`config.mk`:
```
export PLATFORM = sky130hd
export DESIGN_NAME = eth_dma_bus_mode
export DESIGN_NICKNAME = d
export VERILOG_FILES = /design/src/eth_dma_sync2.v /design/src/eth_dma_arbiter.v /design/src/eth_dma_bus_mode.v
export VERILOG_INCLUDE_DIRS = /design/src
export SDC_FILE = /design/constraint.sdc
export NUM_CORES = 1
export LEC_CHECK = 0
export BUFFER_PORTS_ARGS = -buffer_cell sky130_fd_sc_hd__buf_2
export CAP_MARGIN = 15
export CORE_ASPECT_RATIO = 1.4
export CORE_MARGIN = 2
export CORE_UTILIZATION = 47
export DETAILED_ROUTE_END_ITERATION = 10
export PLACE_DENSITY = 0.8
export SLEW_MARGIN = 30
export SYNTH_ARGS = -nofsm -noshare
export SYNTH_HDL_FRONTEND = slang
export SYNTH_SLANG_ARGS = --single-unit
```
`constraint.sdc`:
```
create_clock -name i_clk_sys -period 3.4 [get_ports i_clk_sys]
set_clock_uncertainty 0.05 [all_clocks]
set_input_delay 0.34 -clock i_clk_sys [delete_from_list [all_inputs] [get_ports i_clk_sys]]
set_output_delay 0.34 -clock i_clk_sys [all_outputs]
set_load 0.01 [all_outputs]
```
`src/eth_dma_map.vh`:
```
/*
 * register offsets, field positions, reset values and timing counts for
 * the dma bus-mode and transmit-poll front end.
 * assumes inclusion by bare name from the design files of this block.
 */
`ifndef ETH_DMA_MAP_VH
`define ETH_DMA_MAP_VH

// ----------------------------------------------------------------------
// register byte offsets
// ----------------------------------------------------------------------
`define OFS_BUS_MODE 12'h000
`define OFS_TX_RECHECK 12'h004
`define OFS_TX_STATUS 12'h008

// ----------------------------------------------------------------------
// bus mode fields
// ----------------------------------------------------------------------
`define BM_TX_PRIO 27
`define BM_MIXED 26
`define BM_AAL 25
`define BM_X8 24
`define BM_SEP 23
`define BM_RX_BL_HI 22
`define BM_RX_BL_LO 17
`define BM_FIXED 16
`define BM_RATIO_HI 15
`define BM_RATIO_LO 14
`define BM_BL_HI 13
`define BM_BL_LO 8
`define BM_LONG_DESC 7
`define BM_GAP_HI 6
`define BM_GAP_LO 2
`define BM_ARB 1
`define BM_SRST 0
`define BM_RESET 32'h00020101
`define BM_WMASK 32'h0DFFFFFF

// ----------------------------------------------------------------------
// status fields and burst types
// ----------------------------------------------------------------------
`define ST_TX_UNAVAIL 2
`define ST_TX_SUSP 0
`define HB_SINGLE 3'h0
`define HB_INCR 3'h1
`define HB_INCR4 3'h3
`define HB_INCR8 3'h5
`define HB_INCR16 3'h7

// ----------------------------------------------------------------------
// timing: soft reset held per domain, in ns, and cycles at 100 mhz
// ----------------------------------------------------------------------
`define SRST_HOLD_NS 40
`define CLK_PERIOD_NS 10
`define SRST_HOLD_CYC ((`SRST_HOLD_NS + `CLK_PERIOD_NS - 1) / `CLK_PERIOD_NS)

`endif

```
`src/eth_dma_sync2.v`:
```
/*
 * two flip-flop level synchroniser.
 * assumes an asynchronous level in and one receiving clock.
 */
`timescale 1ns/10ps
module eth_dma_sync2 (
	input wire i_clk_sys,
	input wire i_reset_n,
	input wire i_en,
	input wire i_async,
	output wire o_sync
);
	reg meta_q;
	reg sync_q;
	always @(posedge i_clk_sys) begin
		if (!i_reset_n) begin
			meta_q <= 1'b0;
			sync_q <= 1'b0;
		end else if (i_en) begin
			meta_q <= i_async;
			sync_q <= meta_q;
		end
	end
	assign o_sync = sync_q;
endmodule

```
`src/eth_dma_arbiter.v`:
```
/*
 * rx/tx arbiter for the host bus master: fixed priority or weighted
 * round robin.
 * assumes requests stay up until granted; grants are combinational and stay up for as long as they are given.
 */
`timescale 1ns/10ps
module eth_dma_arbiter (
	input wire i_clk_sys,
	input wire i_reset_n,
	input wire i_en,
	input wire i_fixed_prio,
	input wire i_tx_prio,
	input wire [1:0] i_ratio,
	input wire i_tx_req,
	input wire i_rx_req,
	output reg o_tx_gnt,
	output reg o_rx_gnt
);
	// one bit wider than the ratio so the 4:1 count can reach its limit
	reg [2:0] credit_q;
	reg fav_tx;
	reg fav_gnt;
	reg oth_gnt;
	reg fav_req;
	reg oth_req;
	always @* begin
		fav_tx = i_tx_prio;
		fav_req = fav_tx ? i_tx_req : i_rx_req;
		oth_req = fav_tx ? i_rx_req : i_tx_req;
		if (i_fixed_prio) begin
			fav_gnt = fav_req;
		end else begin
			// favoured side gets ratio+1 grants per one of the other
			fav_gnt = fav_req & (!oth_req || credit_q <= {1'b0, i_ratio});
		end
		oth_gnt = oth_req & !fav_gnt;
		o_tx_gnt = fav_tx ? fav_gnt : oth_gnt;
		o_rx_gnt = fav_tx ? oth_gnt : fav_gnt;
	end
	always @(posedge i_clk_sys) begin
		if (!i_reset_n) begin
			credit_q <= 3'h0;
		end else if (i_en) begin
			if (oth_gnt || i_fixed_prio)
				credit_q <= 3'h0;
			else if (fav_gnt && oth_req)
				credit_q <= credit_q + 3'h1;
		end
	end
endmodule

```
`src/eth_dma_bus_mode.v`:
```
/*
 * bus mode configuration and transmit poll demand front end of an
 * ethernet dma, with an axi4-lite register slave.
 * assumes the tx engine reports descriptor fetches and ownership, and
 * that the phy clock domain signals its own reset release by a level.
 */
// Our own choices: the AXI4-Lite interface to the registers and the register offsets.
`timescale 1ns/10ps
`include "eth_dma_map.vh"
module eth_dma_bus_mode #(
	parameter ADDR_W = 12
) (
	input wire i_clk_sys,
	input wire i_reset_n,
	input wire i_clk_en,
	input wire [ADDR_W-1:0] i_awaddr,
	input wire i_awvalid,
	output wire o_awready,
	input wire [31:0] i_wdata,
	input wire [3:0] i_wstrb,
	input wire i_wvalid,
	output wire o_wready,
	output wire [1:0] o_bresp,
	output wire o_bvalid,
	input wire i_bready,
	input wire [ADDR_W-1:0] i_araddr,
	input wire i_arvalid,
	output wire o_arready,
	output wire [31:0] o_rdata,
	output wire [1:0] o_rresp,
	output wire o_rvalid,
	input wire i_rready,
	input wire i_phy_rst_done,
	output wire o_dma_rst,
	input wire i_tx_req,
	input wire i_rx_req,
	output wire o_tx_gnt,
	output wire o_rx_gnt,
	input wire i_tx_burst_start,
	output reg [7:0] o_tx_beats,
	output reg [2:0] o_tx_htrans_burst,
	input wire i_rx_burst_start,
	output reg [7:0] o_rx_beats,
	output reg [2:0] o_rx_htrans_burst,
	output reg [5:0] o_desc_bytes,
	output reg [6:0] o_desc_gap_bytes,
	output wire o_fetch_req,
	input wire i_fetch_start,
	input wire i_fetch_done,
	input wire i_fetch_host_owned,
	input wire i_tx_underflow,
	output wire o_tx_suspended
);
	// ------------------------------------------------------------------
	// registers and soft reset
	// ------------------------------------------------------------------
	reg [31:0] bus_mode_q;
	reg poll_pend_q;
	reg tx_susp_q;
	reg tx_unavail_q;
	reg [3:0] srst_cnt_q;
	reg srst_busy_q;
	wire phy_done_s;
	wire soft_rst;
	wire en;

	assign en = i_clk_en;
	assign soft_rst = srst_busy_q;
	assign o_dma_rst = soft_rst;

	// phy-side release comes from another clock domain
	eth_dma_sync2 u_phy_sync (
		.i_clk_sys(i_clk_sys),
		.i_reset_n(i_reset_n),
		.i_en(en),
		.i_async(i_phy_rst_done),
		.o_sync(phy_done_s)
	);

	// ------------------------------------------------------------------
	// axi4-lite slave: one write and one read in flight
	// ------------------------------------------------------------------
	reg aw_have_q;
	reg w_have_q;
	reg [ADDR_W-1:0] awaddr_q;
	reg [31:0] wdata_q;
	reg [3:0] wstrb_q;
	reg bvalid_q;
	reg [1:0] bresp_q;
	reg rvalid_q;
	reg [31:0] rdata_q;
	reg [1:0] rresp_q;
	wire wr_go;
	wire rd_go;
	wire [31:0] wmask;
	wire wr_bm;
	wire wr_poll;

	assign o_awready = en && !aw_have_q && !bvalid_q;
	assign o_wready = en && !w_have_q && !bvalid_q;
	assign wr_go = en && aw_have_q && w_have_q && !bvalid_q;
	assign o_arready = en && !rvalid_q;
	assign rd_go = i_arvalid && o_arready;
	assign o_bvalid = bvalid_q;
	assign o_bresp = bresp_q;
	assign o_rvalid = rvalid_q;
	assign o_rdata = rdata_q;
	assign o_rresp = rresp_q;
	assign wmask = {{8{wstrb_q[3]}}, {8{wstrb_q[2]}},
		{8{wstrb_q[1]}}, {8{wstrb_q[0]}}};
	// writes during an active soft reset are dropped
	assign wr_bm = wr_go && awaddr_q[11:0] == `OFS_BUS_MODE && !soft_rst;
	assign wr_poll = wr_go && awaddr_q[11:0] == `OFS_TX_RECHECK &&
		!soft_rst && wstrb_q != 4'h0;

	always @(posedge i_clk_sys) begin
		if (!i_reset_n) begin
			aw_have_q <= 1'b0;
			w_have_q <= 1'b0;
			awaddr_q <= {ADDR_W{1'b0}};
			wdata_q <= 32'h00000000;
			wstrb_q <= 4'h0;
			bvalid_q <= 1'b0;
			bresp_q <= 2'h0;
		end else if (en) begin
			if (i_awvalid && o_awready) begin
				aw_have_q <= 1'b1;
				awaddr_q <= i_awaddr;
			end
			if (i_wvalid && o_wready) begin
				w_have_q <= 1'b1;
				wdata_q <= i_wdata;
				wstrb_q <= i_wstrb;
			end
			if (wr_go) begin
				aw_have_q <= 1'b0;
				w_have_q <= 1'b0;
				bvalid_q <= 1'b1;
				case (awaddr_q[11:0])
				`OFS_BUS_MODE: bresp_q <= 2'h0;
				`OFS_TX_RECHECK: bresp_q <= 2'h0;
				`OFS_TX_STATUS: bresp_q <= 2'h0;
				default: bresp_q <= 2'h2;
				endcase
			end else if (bvalid_q && i_bready) begin
				bvalid_q <= 1'b0;
			end
		end
	end

	always @(posedge i_clk_sys) begin
		if (!i_reset_n) begin
			rvalid_q <= 1'b0;
			rdata_q <= 32'h00000000;
			rresp_q <= 2'h0;
		end else if (en) begin
			if (rd_go) begin
				rvalid_q <= 1'b1;
				rresp_q <= 2'h0;
				case (i_araddr[11:0])
				`OFS_BUS_MODE: rdata_q <= bus_mode_q & ~32'hF0000000;
				`OFS_TX_RECHECK: rdata_q <= 32'h00000000;
				`OFS_TX_STATUS: begin
					rdata_q <= 32'h00000000;
					rdata_q[`ST_TX_UNAVAIL] <= tx_unavail_q;
					rdata_q[`ST_TX_SUSP] <= tx_susp_q;
				end
				default: begin
					rdata_q <= 32'h00000000;
					rresp_q <= 2'h2;
				end
				endcase
			end else if (rvalid_q && i_rready) begin
				rvalid_q <= 1'b0;
			end
		end
	end

	// ------------------------------------------------------------------
	// bus mode register and soft reset sequencing
	// ------------------------------------------------------------------
	always @(posedge i_clk_sys) begin
		if (!i_reset_n) begin
			bus_mode_q <= `BM_RESET;
			srst_busy_q <= 1'b1;
			srst_cnt_q <= 4'h0;
		end else if (en) begin
			if (srst_busy_q) begin
				bus_mode_q <= `BM_RESET;
				if (srst_cnt_q != `SRST_HOLD_CYC)
					srst_cnt_q <= srst_cnt_q + 4'h1;
				else if (phy_done_s) begin
					srst_busy_q <= 1'b0;
					bus_mode_q[`BM_SRST] <= 1'b0;
				end
			end else if (wr_bm) begin
				// bits 31:28 and the aligned-beats bit never store
				bus_mode_q <= (bus_mode_q & ~(wmask & `BM_WMASK)) |
					(wdata_q & wmask & `BM_WMASK);
				if (wstrb_q[0] && wdata_q[`BM_SRST]) begin
					srst_busy_q <= 1'b1;
					srst_cnt_q <= 4'h0;
				end
			end
		end
	end

	// ------------------------------------------------------------------
	// burst length and type selection
	// ------------------------------------------------------------------
	wire x8 = bus_mode_q[`BM_X8];
	wire fixed_b = bus_mode_q[`BM_FIXED];
	wire mixed_b = bus_mode_q[`BM_MIXED];
	wire [5:0] tx_bl = bus_mode_q[`BM_BL_HI:`BM_BL_LO];
	wire [5:0] rx_bl = bus_mode_q[`BM_SEP] ?
		bus_mode_q[`BM_RX_BL_HI:`BM_RX_BL_LO] : tx_bl;
	wire [8:0] tx_beats = x8 ? {tx_bl, 3'h0} : {3'h0, tx_bl};
	wire [8:0] rx_beats = x8 ? {rx_bl, 3'h0} : {3'h0, rx_bl};

	function [2:0] burst_kind;
		input [8:0] beats;
		input fx;
		input mx;
		begin
			if (!fx)
				burst_kind = beats == 9'h001 ? `HB_SINGLE : `HB_INCR;
			else if (mx && beats > 9'h010)
				burst_kind = `HB_INCR;
			else if (beats >= 9'h010)
				burst_kind = `HB_INCR16;
			else if (beats >= 9'h008)
				burst_kind = `HB_INCR8;
			else if (beats >= 9'h004)
				burst_kind = `HB_INCR4;
			else
				burst_kind = `HB_SINGLE;
		end
	endfunction

	// beats and burst type latched at each burst start so a mid-burst write cannot alter them unless it starts a soft reset, which clears them
	always @(posedge i_clk_sys) begin
		if (!i_reset_n || (en && soft_rst)) begin
			o_tx_beats <= 8'h00;
			o_tx_htrans_burst <= `HB_SINGLE;
			o_rx_beats <= 8'h00;
			o_rx_htrans_burst <= `HB_SINGLE;
			o_desc_bytes <= 6'h10;
			o_desc_gap_bytes <= 7'h00;
		end else if (en) begin
			if (i_tx_burst_start) begin
				o_tx_beats <= tx_beats[7:0];
				o_tx_htrans_burst <= burst_kind(tx_beats, fixed_b, mixed_b);
			end
			if (i_rx_burst_start) begin
				o_rx_beats <= rx_beats[7:0];
				o_rx_htrans_burst <= burst_kind(rx_beats, fixed_b, mixed_b);
			end
			o_desc_bytes <= bus_mode_q[`BM_LONG_DESC] ? 6'h20 : 6'h10;
			o_desc_gap_bytes <= {bus_mode_q[`BM_GAP_HI:`BM_GAP_LO], 2'h0};
		end
	end

	// ------------------------------------------------------------------
	// arbitration
	// ------------------------------------------------------------------
	eth_dma_arbiter u_arb (
		.i_clk_sys(i_clk_sys),
		.i_reset_n(i_reset_n && !(en && soft_rst)),
		.i_en(en),
		.i_fixed_prio(bus_mode_q[`BM_ARB]),
		.i_tx_prio(bus_mode_q[`BM_TX_PRIO]),
		.i_ratio(bus_mode_q[`BM_RATIO_HI:`BM_RATIO_LO]),
		.i_tx_req(i_tx_req && !soft_rst),
		.i_rx_req(i_rx_req && !soft_rst),
		.o_tx_gnt(o_tx_gnt),
		.o_rx_gnt(o_rx_gnt)
	);

	// ------------------------------------------------------------------
	// transmit poll demand and suspend
	// ------------------------------------------------------------------
	assign o_fetch_req = poll_pend_q;
	assign o_tx_suspended = tx_susp_q;

	always @(posedge i_clk_sys) begin
		if (!i_reset_n || (en && soft_rst)) begin
			poll_pend_q <= 1'b0;
			tx_susp_q <= 1'b1;
			tx_unavail_q <= 1'b0;
		end else if (en) begin
			// a new write wins over the clear in the same cycle
			if (wr_poll)
				poll_pend_q <= 1'b1;
			else if (i_fetch_start)
				poll_pend_q <= 1'b0;
			if (i_tx_underflow)
				tx_susp_q <= 1'b1;
			else if (i_fetch_done)
				tx_susp_q <= i_fetch_host_owned;
			if (i_fetch_done && i_fetch_host_owned)
				tx_unavail_q <= 1'b1;
			else if (wr_go && awaddr_q[11:0] == `OFS_TX_STATUS &&
				wstrb_q[0] && wdata_q[`ST_TX_UNAVAIL])
				tx_unavail_q <= 1'b0;
		end
	end
endmodule

```
After elaboration in Yosys (flattened, before gate mapping)
Index checks and enable logic that the tools add are counted.
{"block": "classes", "addsub": 2, "order_cmp": 9, "n_eq_ne": 8, "muxes": 51, "bitwise": 6, "reduce_logical": 73}
{"cell": "$mux W32", "count": 2}
{"cell": "$pmux W28 S2", "count": 1}
{"cell": "$and A32 B32 Y32", "count": 1}
{"cell": "$not A28 Y32", "count": 1}
{"cell": "$or A32 B28 Y32", "count": 1}
{"cell": "$logic_and A1 B1 Y1", "count": 30}
{"cell": "$mux W3", "count": 10}
{"cell": "$reduce_and A2 Y1", "count": 15}
{"cell": "$and A28 B28 Y28", "count": 1}
{"cell": "$mux W1", "count": 26}
{"cell": "$eq A12 B3 Y1 const B", "count": 2}
{"cell": "$eq A12 B4 Y1 const B", "count": 2}
{"cell": "$logic_not A12 Y1", "count": 2}
{"cell": "$reduce_bool A2 Y1", "count": 10}
{"cell": "$eq A9 B1 Y1 const B", "count": 2}
{"cell": "$ge A9 B3 Y1 const B", "count": 2}
{"cell": "$ge A9 B4 Y1 const B", "count": 2}
{"cell": "$ge A9 B5 Y1 const B", "count": 2}
{"cell": "$gt A9 B5 Y1 const B", "count": 2}
{"cell": "$mux W9", "count": 2}
{"cell": "$mux W4", "count": 4}
{"cell": "$mux W6", "count": 2}
{"cell": "$logic_not A1 Y1", "count": 9}
{"cell": "$mux W2", "count": 4}
{"cell": "10 further kinds", "count": 14}
{"block": "word_totals", "reg_bits": 162, "in_bits": 77, "out_inout_bits": 81}

Logic depth before layout (Yosys ltp)
Gate-level depths: netlist of run 1.
{"block": "depth", "word_depth": 12, "depth_mapped": 8}

Cells and area by module
Synthesis of run 1 repeated with hierarchy kept, for this count alone.
{"block": "unflattened", "cells_unflattened": 731, "hier_area_um2": 6226.0}
{"mod": "eth_dma_bus_mode", "n_inst": 1, "cells_each": 699, "area_per_inst_um2": 5918.2}
{"mod": "eth_dma_arbiter", "n_inst": 1, "cells_each": 26, "area_per_inst_um2": 235.2}
{"mod": "eth_dma_sync2", "n_inst": 1, "cells_each": 6, "area_per_inst_um2": 72.6}

Worst setup path after synthesis of run 1
No wires, ideal clock.
{"block": "synth_timing", "path_type": "reg2out", "start": "register bus_mode_q[15]", "end": "output port o_rx_gnt", "arrival_ns": 1.632, "setup_slack_ns": 1.378, "stages_incl_launch_ff": 9, "n_path_buf": 0, "path_cell_list": "dfxtp_1 inv_1 ha_1 nor2b_1 o21ai_0 a21oi_1 xnor2_1 nor2b_1 nor3b_1"}
{"block": "synth_via", "elab_chain_len": 7}
{"item": "from (decl)", "line": "eth_dma_bus_mode.v:57", "source": "reg [31:0] bus_mode_q;"}
{"item": "from (signal assigned)", "line": "eth_dma_bus_mode.v:184", "source": "bus_mode_q <= `BM_RESET;"}
{"item": "from (signal assigned)", "line": "eth_dma_bus_mode.v:189", "source": "bus_mode_q <= `BM_RESET;"}
{"item": "from (signal assigned)", "line": "eth_dma_bus_mode.v:198", "source": "bus_mode_q <= (bus_mode_q & ~(wmask & `BM_WMASK)) |"}
{"item": "$le A3 B2 Y1 *", "line": "eth_dma_arbiter.v:34", "source": "fav_gnt = fav_req & (!oth_req || credit_q <= {1'b0, i_ratio});"}
{"item": "$logic_or A1 B1 Y1 *", "line": "eth_dma_arbiter.v:34"}
{"item": "$and A1 B1 Y1 *", "line": "eth_dma_arbiter.v:34"}
{"item": "$mux W1 *", "line": "eth_dma_arbiter.v:30", "source": "if (i_fixed_prio) begin"}
{"item": "$logic_not A1 Y1", "line": "eth_dma_arbiter.v:36", "source": "oth_gnt = oth_req & !fav_gnt;"}
{"item": "$and A1 B1 Y1", "line": "eth_dma_arbiter.v:36"}
{"item": "$mux W1 *", "line": "eth_dma_arbiter.v:38", "source": "o_rx_gnt = fav_tx ? oth_gnt : fav_gnt;"}
{"item": "to (decl)", "line": "eth_dma_bus_mode.v:38", "source": "output wire o_rx_gnt,"}
Every way passes the cells marked *; elsewhere a longest branch is shown, timed or not.

Worst setup path after layout of run 1
Same ends and word-level chain as after synthesis.

==> impl_metrics.yaml, run 1 <==
clock_network:
  post_cts_resized: 0
  h-tree-depth: 4
  cts_setup_buffers: 0
  cts_root_buf: "clkbuf_16"
  cts_buffers: 17
  cts_hold_buf: 0
  cts_sinks: 146
  cts_tree: "built"
  clkLatencyLatePin_ns: 0.42
  clkTransAtPathRegs_ns: 0.06
  cts_buffer_depth: 2
timing:
  final_hold_viol_count: 0
  worst_pin_slew_ns: 0.8552
  max_freq_mhz: 364.9
  drv_slew: 0
  setup_viol_count_final: 0
  setup-tns-final_ns: 0
  period_needed_ns: 2.741
  slew_headroom_pct: 42.91
  grt_setup_unrepaired: "false"
  min_period_over_period_pct: 80.61
placed_design:
  hpwl_um: 10810
  gp_congestion: 0.8418
  placed_area_um2: 6872
  numPortBuffers: 140
logic_synthesis:
  synth_edf_count: 0
  syn_area_per_cell_um2: 8.525
  netlist_area_um2: 6172
  yosysSeqAreaShare_pct: 47.35
  synth_area_leaders: "dfxtp_1, nand2_1, a21boi_0"
  synth_top_cell_area_share_pct: 47.35
  synthCells: 724
  yosys.area.top_type: "dfxtp_1"
  ys_warn_count: 0
  synthArstFlopShare_pct: 0
  ys.flop_type: "dfxtp_1"
  synth-seq-cells: 146
  synth_cell_types: 54
power_and_ir_drop:
  internal-power_w: 0.002971
  vdd_drop_max_uv: 332.1
  seq_power_share_pct: 46.4
  p_leak_nw: 3.016
  powerDensity_nw_per_um2: 514.2
  p_sw_w: 0.0008593
  combPwrFrac_pct: 6.1
  clockPowerShare_pct: 47.5
  p_sw_share_pct: 22.43
grt:
  grt_first_pass_wirelength_um: 24720
  grt-ovfl-total: 0
  grt_max_degree: 67
  antenna_found_initial: 0
  gr-usage-all-layers_pct: 22.09
  grt_pass1_vias: 5039
floorplan:
  dieArea_um2: 14080
  core_area_um2: 12810
  die_h_um: 139.6
  initial_utilization_pct: 48.17
  ioPinCount: 158
  fp-row-count: 49
  die_w_um: 100.9
layout:
  layout.nets: 923
  diodes: 0
  nFillCells: 1138
  drive_above_1_share_pct: 21.83
  final_area_um2: 7450
  area_growth_pct: 20.70
drt:
  vias: 5323
  dr.pass1.iters: 5
  drc_errors: 0
  first_iter_violations: 196
  wl_per_cell_um: 14.98
  postRouteAntennaNets: 0
  wirelength_um: 15060
  vias_per_cell: 5.297
setup_path:
  cp.required_ns: 3.01
  start_kind: "flip-flop"
  cp_max_fo: 3
  crit_arrival_ns: 2.35
  worstSetupPathType: "flip-flop to output port"
  cp-end-kind: "output port"
worst_hold_path:
  hp-class: "primary input to flip-flop"
status:
  status: "finished, final reports clean"
job:
  timing.max_cap.violations: 0
-- state kept, by name, indices dropped and copies added (netlist names), 5 cells and up --
register,count
awaddr_q,12
bus_mode_q,27
o_desc_gap_bytes,5
o_rdata,28
o_rx_beats,8
o_tx_beats,8
wdata_q,27
-- area by class of cell --
class                      instances  area (µm²)  share of cell area, %
inverter                           9       33.78                 0.4535
clock buffer                      22       474.2                  6.365
timing repair buffer             148       760.7                  10.21
multi-input combinational        519        2963                  39.77
clock inverter                     8       103.9                  1.394
sequential                       146        2923                  39.23
tap                              153       191.4                  2.570
-- cells in the final DEF (no fill, tap or decap), types with 3 or more instances in the layout --
cell       netlist  final
mux2i_1         24     24
buf_4           15      8
clkbuf_8         0      3
a21boi_0        43     43
a22oi_1         25     25
nand2b_1         6      6
clkbuf_16        0     17
nand3_1         34     34
conb_1           1     12
nor4_1           4      4
a21oi_1         48     48
dfxtp_1        146    146
inv_1            9      9
a21boi_1         4      4
o22ai_1          3      3
o21ai_0         14     14
nor2b_1         32     32
buf_2            7    140
nor3_1           7      7
a22o_1           7      7
nor2_1          45     45
and3_1           5      5
nand2_1        149    149
o31ai_1          4      4
and2_1           6      6
a211oi_1         3      3
nand4_1          3      3
ha_1             5      5
-- cells in the mapped netlist (7+ instances only) --
cell type    n
a21boi_0    43
a21oi_1     48
a22o_1       7
a22oi_1     25
buf_2        7
buf_4       15
clkbuf_1    38
dfxtp_1    146
inv_1        9
mux2i_1     24
nand2_1    149
nand3_1     34
nor2_1      45
nor2b_1     32
nor3_1       7
o21ai_0     14
-- routing by layer --
layer	track usage, %	part of all wire [%]	up-vias	wire, µm
met4	9.012	1.8	0	265
met5	0	0	-	0
li1	-	-	2696	-
met2	37.37	51	160	7646
met1	26.90	42	2447	6287
met3	4.771	5.7	20	857
-- cells by family (layout without fill, tap and decap cells) --
family | Yosys count | in the layout | synth area share, %
adders and majority gates | 5 | 5 | 1.014
muxes | 27 | 27 | 4.622
AOI/OAI and AO/OA | 165 | 165 | 18.06
other | 1 | 12 | 0.06076
and+or+nand+nor | 306 | 306 | 23.01
DFF | 146 | 146 | 47.35
buffers and inverters | 70 | 187 | 5.311
xor gates and xnor gates | 4 | 4 | 0.5677
-- through the flow --
stage / setup slack, ns / cells / util, % / hold WS [ns] / power (W)
3_3_place_gp: 1.012 / 975 / 53.63 / 0.3866 / 0.002041
3_5_place_dp: 0.9701 / 975 / 53.63 / 0.3946 / 0.002046
6_report: 0.6592 / 1005 / 58.14 / 0.1026 / 0.003830
4_1_cts: 0.5943 / 1005 / 58.14 / 0.09461 / 0.003853
2_1_floorplan: 1.378 / 735 / - / 0.3819 / 0.001962
5_1_grt: 0.4146 / 1005 / 58.14 / 0.1269 / 0.003958
-- final timing paths --
check	startpoint	to	slack (ns)	cells after the start
setup / recovery	bus_mode_q[15]	o_rx_gnt	0.66	9
hold / removal	i_wdata[3]	wdata_q[3]	0.10	3
hold reg to reg	o_rx_beats[5]	o_rx_beats[5]	0.40	2
setup reg to reg	bus_mode_q[24]	o_rx_htrans_burst[0]	0.97	4
-- power groups by stage --
stage / Sequential (W) / Combinational, W / Clock [W]
after floorplan: 0.00181 / 0.000157 / 0
after global placement: 0.00181 / 0.000230 / 0
after detailed placement: 0.00181 / 0.000233 / 0
after CTS: 0.00178 / 0.000235 / 0.00184
after global routing: 0.00178 / 0.000262 / 0.00192
final: 0.00178 / 0.000233 / 0.00182
-- critical path: stages (launching register included) --
cell,delay [ns]
dfxtp_1,0.35
inv_1,0.09
ha_1,0.31
nor2b_1,0.13
o21ai_0,0.30
a21oi_1,0.15
xnor2_1,0.23
nor2b_1,0.07
nor3b_1,0.16
buf_2,0.15
Power figures use the tool's default switching activity.
==> run 2: changes to the inputs <==
==> constraint.sdc (replaced) <==
create_clock -name i_clk_sys -period 2.62 [get_ports i_clk_sys]
set_clock_uncertainty 0.05 [all_clocks]
set_input_delay 0.262 -clock i_clk_sys [delete_from_list [all_inputs] [get_ports i_clk_sys]]
set_output_delay 0.262 -clock i_clk_sys [all_outputs]
set_load 0.01 [all_outputs]
==> run 2 against run 1 <==
- die area did not move
- worst hold slack got worse by 0.075 ns
- clock-buffer cell count fell by 2
- wire length rose by 2.8%
- clock power rose by 36%
- largest cell class unchanged
==> impl_metrics.yaml, run 2 (synthesis results as in run 1) <==
setup_path:
  reg2reg_from: "bus_mode_q[24]"
  path_buf_inv: 2
  r2r_setup_slack_ns: 0.38
  cp-end-kind: "output port"
  r2r_cells: 5
  timing.rr.end: "o_rx_htrans_burst[0]"
  slowest_delay_ns: 0.34
  start_kind: "flip-flop"
  crit_slowest_cell: "dfxtp_1"
  cp.required_ns: 2.31
  crit_arrival_ns: 2.13
  worstSetupPathType: "flip-flop to output port"
  crit_top_cell: "nor2b_1"
  cp_cell_sequence: "inv_1, ha_1, nor2b_1, o21ai_2, a21oi_1, xnor2_1, nor2b_1, nor3b_1, buf_2"
  cp_max_fo: 3
  critPathTopFamily: "simple AND/OR/NAND/NOR gates"
worst_hold_path:
  whs_endpoint: "wdata_q[3]"
  hold_depth: 3
  hp-class: "primary input to flip-flop"
  hold_path.startpoint: "i_wdata[3]"
clock_network:
  cts_root_buf: "clkbuf_16"
  cts_setup_buffers: 0
  cts_buffers: 17
  cts_buffer_depth: 2
  clkLatencyLatePin_ns: 0.42
  cts_tree: "built"
  cts_sinks: 146
  clkTransAtPathRegs_ns: 0.06
  h-tree-depth: 4
  cts_hold_buf: 0
grt:
  antenna_found_initial: 0
  grt_max_degree: 42
  grt_first_pass_wirelength_um: 25100
  grt_pass1_vias: 5214
  gr-usage-all-layers_pct: 22.45
  grt-ovfl-total: 0
placed_design:
  gp_congestion: 0.8916
  hpwl_um: 10980
  placed_area_um2: 6922
  numPortBuffers: 140
power_and_ir_drop:
  vdd_drop_max_uv: 433.4
  powerDensity_nw_per_um2: 675.0
  p_leak_nw: 3.061
layout:
  largest_reg_flops: 28
  diodes: 0
  multiInputGateArea_um2: 2967
  regArea_um2: 2923
  layout.nets: 928
  area_growth_pct: 22.12
  final_area_um2: 7537
  layout_common_cells: "nand2_1, dfxtp_1, buf_2, a21oi_1, nor2_1"
  drive_above_1_share_pct: 22.70
  mostFrequentLayoutCell: "nand2_1"
  nFillCells: 1152
timing:
  min_period_over_period_pct: 93.11
  grt_setup_unrepaired: "false"
  final_hold_viol_count: 0
  drv_slew: 0
  worst_pin_slew_ns: 0.5909
  setup_viol_count_final: 0
  period_needed_ns: 2.439
  slew_headroom_pct: 60.53
  max_freq_mhz: 409.9
  setup-tns-final_ns: 0
floorplan:
  initial_utilization_pct: 48.17
  die_h_um: 139.6
  die_w_um: 100.9
  dieArea_um2: 14080
  fp-row-count: 49
  core_area_um2: 12810
  ioPinCount: 158
drt:
  first_iter_violations: 244
  drc_errors: 0
  postRouteAntennaNets: 0
  vias: 5475
  wirelength_um: 15480
  dr.pass1.iters: 5
  wl_per_cell_um: 15.29
  vias_per_cell: 5.410
status:
  status: "finished, final reports clean"
job:
  timing.max_cap.violations: 0
run 2: cell count changes in the layout (fill, tap and decap cells not counted):
cell	previous run	this run
buf_12	0	1
buf_4	8	12
bufinv_16	2	3
clkbuf_1	2	1
clkbuf_8	3	2
clkinv_2	2	3
clkinvlp_4	1	2
inv_6	1	2
o21ai_0	14	13
o21ai_2	0	1
run 2: metrics by stage:
| stage | hold slack (ns) | instances | util, % | total power (W) | setup WS (ns) |
|---|---|---|---|---|---|
| after floorplan | 0.3468 | 735 | - | 0.002546 | 0.6756 |
| after global placement | 0.3869 | 980 | 54.02 | 0.002654 | 0.4089 |
| after detailed placement | 0.3949 | 980 | 54.02 | 0.002661 | 0.4164 |
| after CTS | 0.01763 | 1012 | 58.79 | 0.005125 | 0.07869 |
| after global routing | 0.03213 | 1012 | 58.82 | 0.005261 | 0.03678 |
| final | 0.02786 | 1012 | 58.82 | 0.005087 | 0.1806 |
run 2: final cells by class:
cell class / instances / share of cell area, %
clock buffer: 20 / 6.059
clock inverter: 12 / 2.058
inverter: 9 / 0.4482
multi-input combinational: 519 / 39.36
sequential: 146 / 38.78
tap: 153 / 2.540
timing repair buffer: 153 / 10.76
run 2: layer usage:
metal  vias up  track usage (%)  share of wire (%)  wire, µm
met5         -                0                  0         0
met4         0            8.724                2.3       355
met3        24            5.324                5.3       821
met2       176            38.60                 51      7958
met1      2563            26.68                 41      6342
li1       2712                -                  -         -
run 2: worst min-delay path, cell delays in order:
cell	delay (ns)
buf_2	0.10
nand2_1	0.04
a21boi_1	0.05
run 2: worst max-delay path by stage:
stage	start	endpoint	slack (ns)	cells past startpoint
after floorplan	bus_mode_q[15]	o_rx_gnt	0.68	8
after global placement	bus_mode_q[15]	o_rx_gnt	0.41	9
after detailed placement	bus_mode_q[15]	o_rx_gnt	0.42	9
after CTS	bus_mode_q[15]	o_rx_gnt	0.08	9
after global routing	bus_mode_q[15]	o_rx_gnt	0.04	9
final	bus_mode_q[15]	o_rx_gnt	0.18	9
run 2: timing repair:
item | in CTS | in global routing
hold endpoints to repair | 0 | 0
gates resized for setup | 1 | 1
pin swaps | 0 | 0
endpoints found under the setup margin | 1 | 1
run 2: where the power goes:
| part | leakage (nW) | switching, W | internal (W) | total (W) |
|---|---|---|---|---|
| registers | 1.18 | 0.0000360 | 0.00227 | 0.00230 |
| clock network | 0.297 | 0.000923 | 0.00155 | 0.00247 |
| logic | 1.58 | 0.000186 | 0.000123 | 0.000309 |
| total | 3.06 | 0.00114 | 0.00394 | 0.00509 |
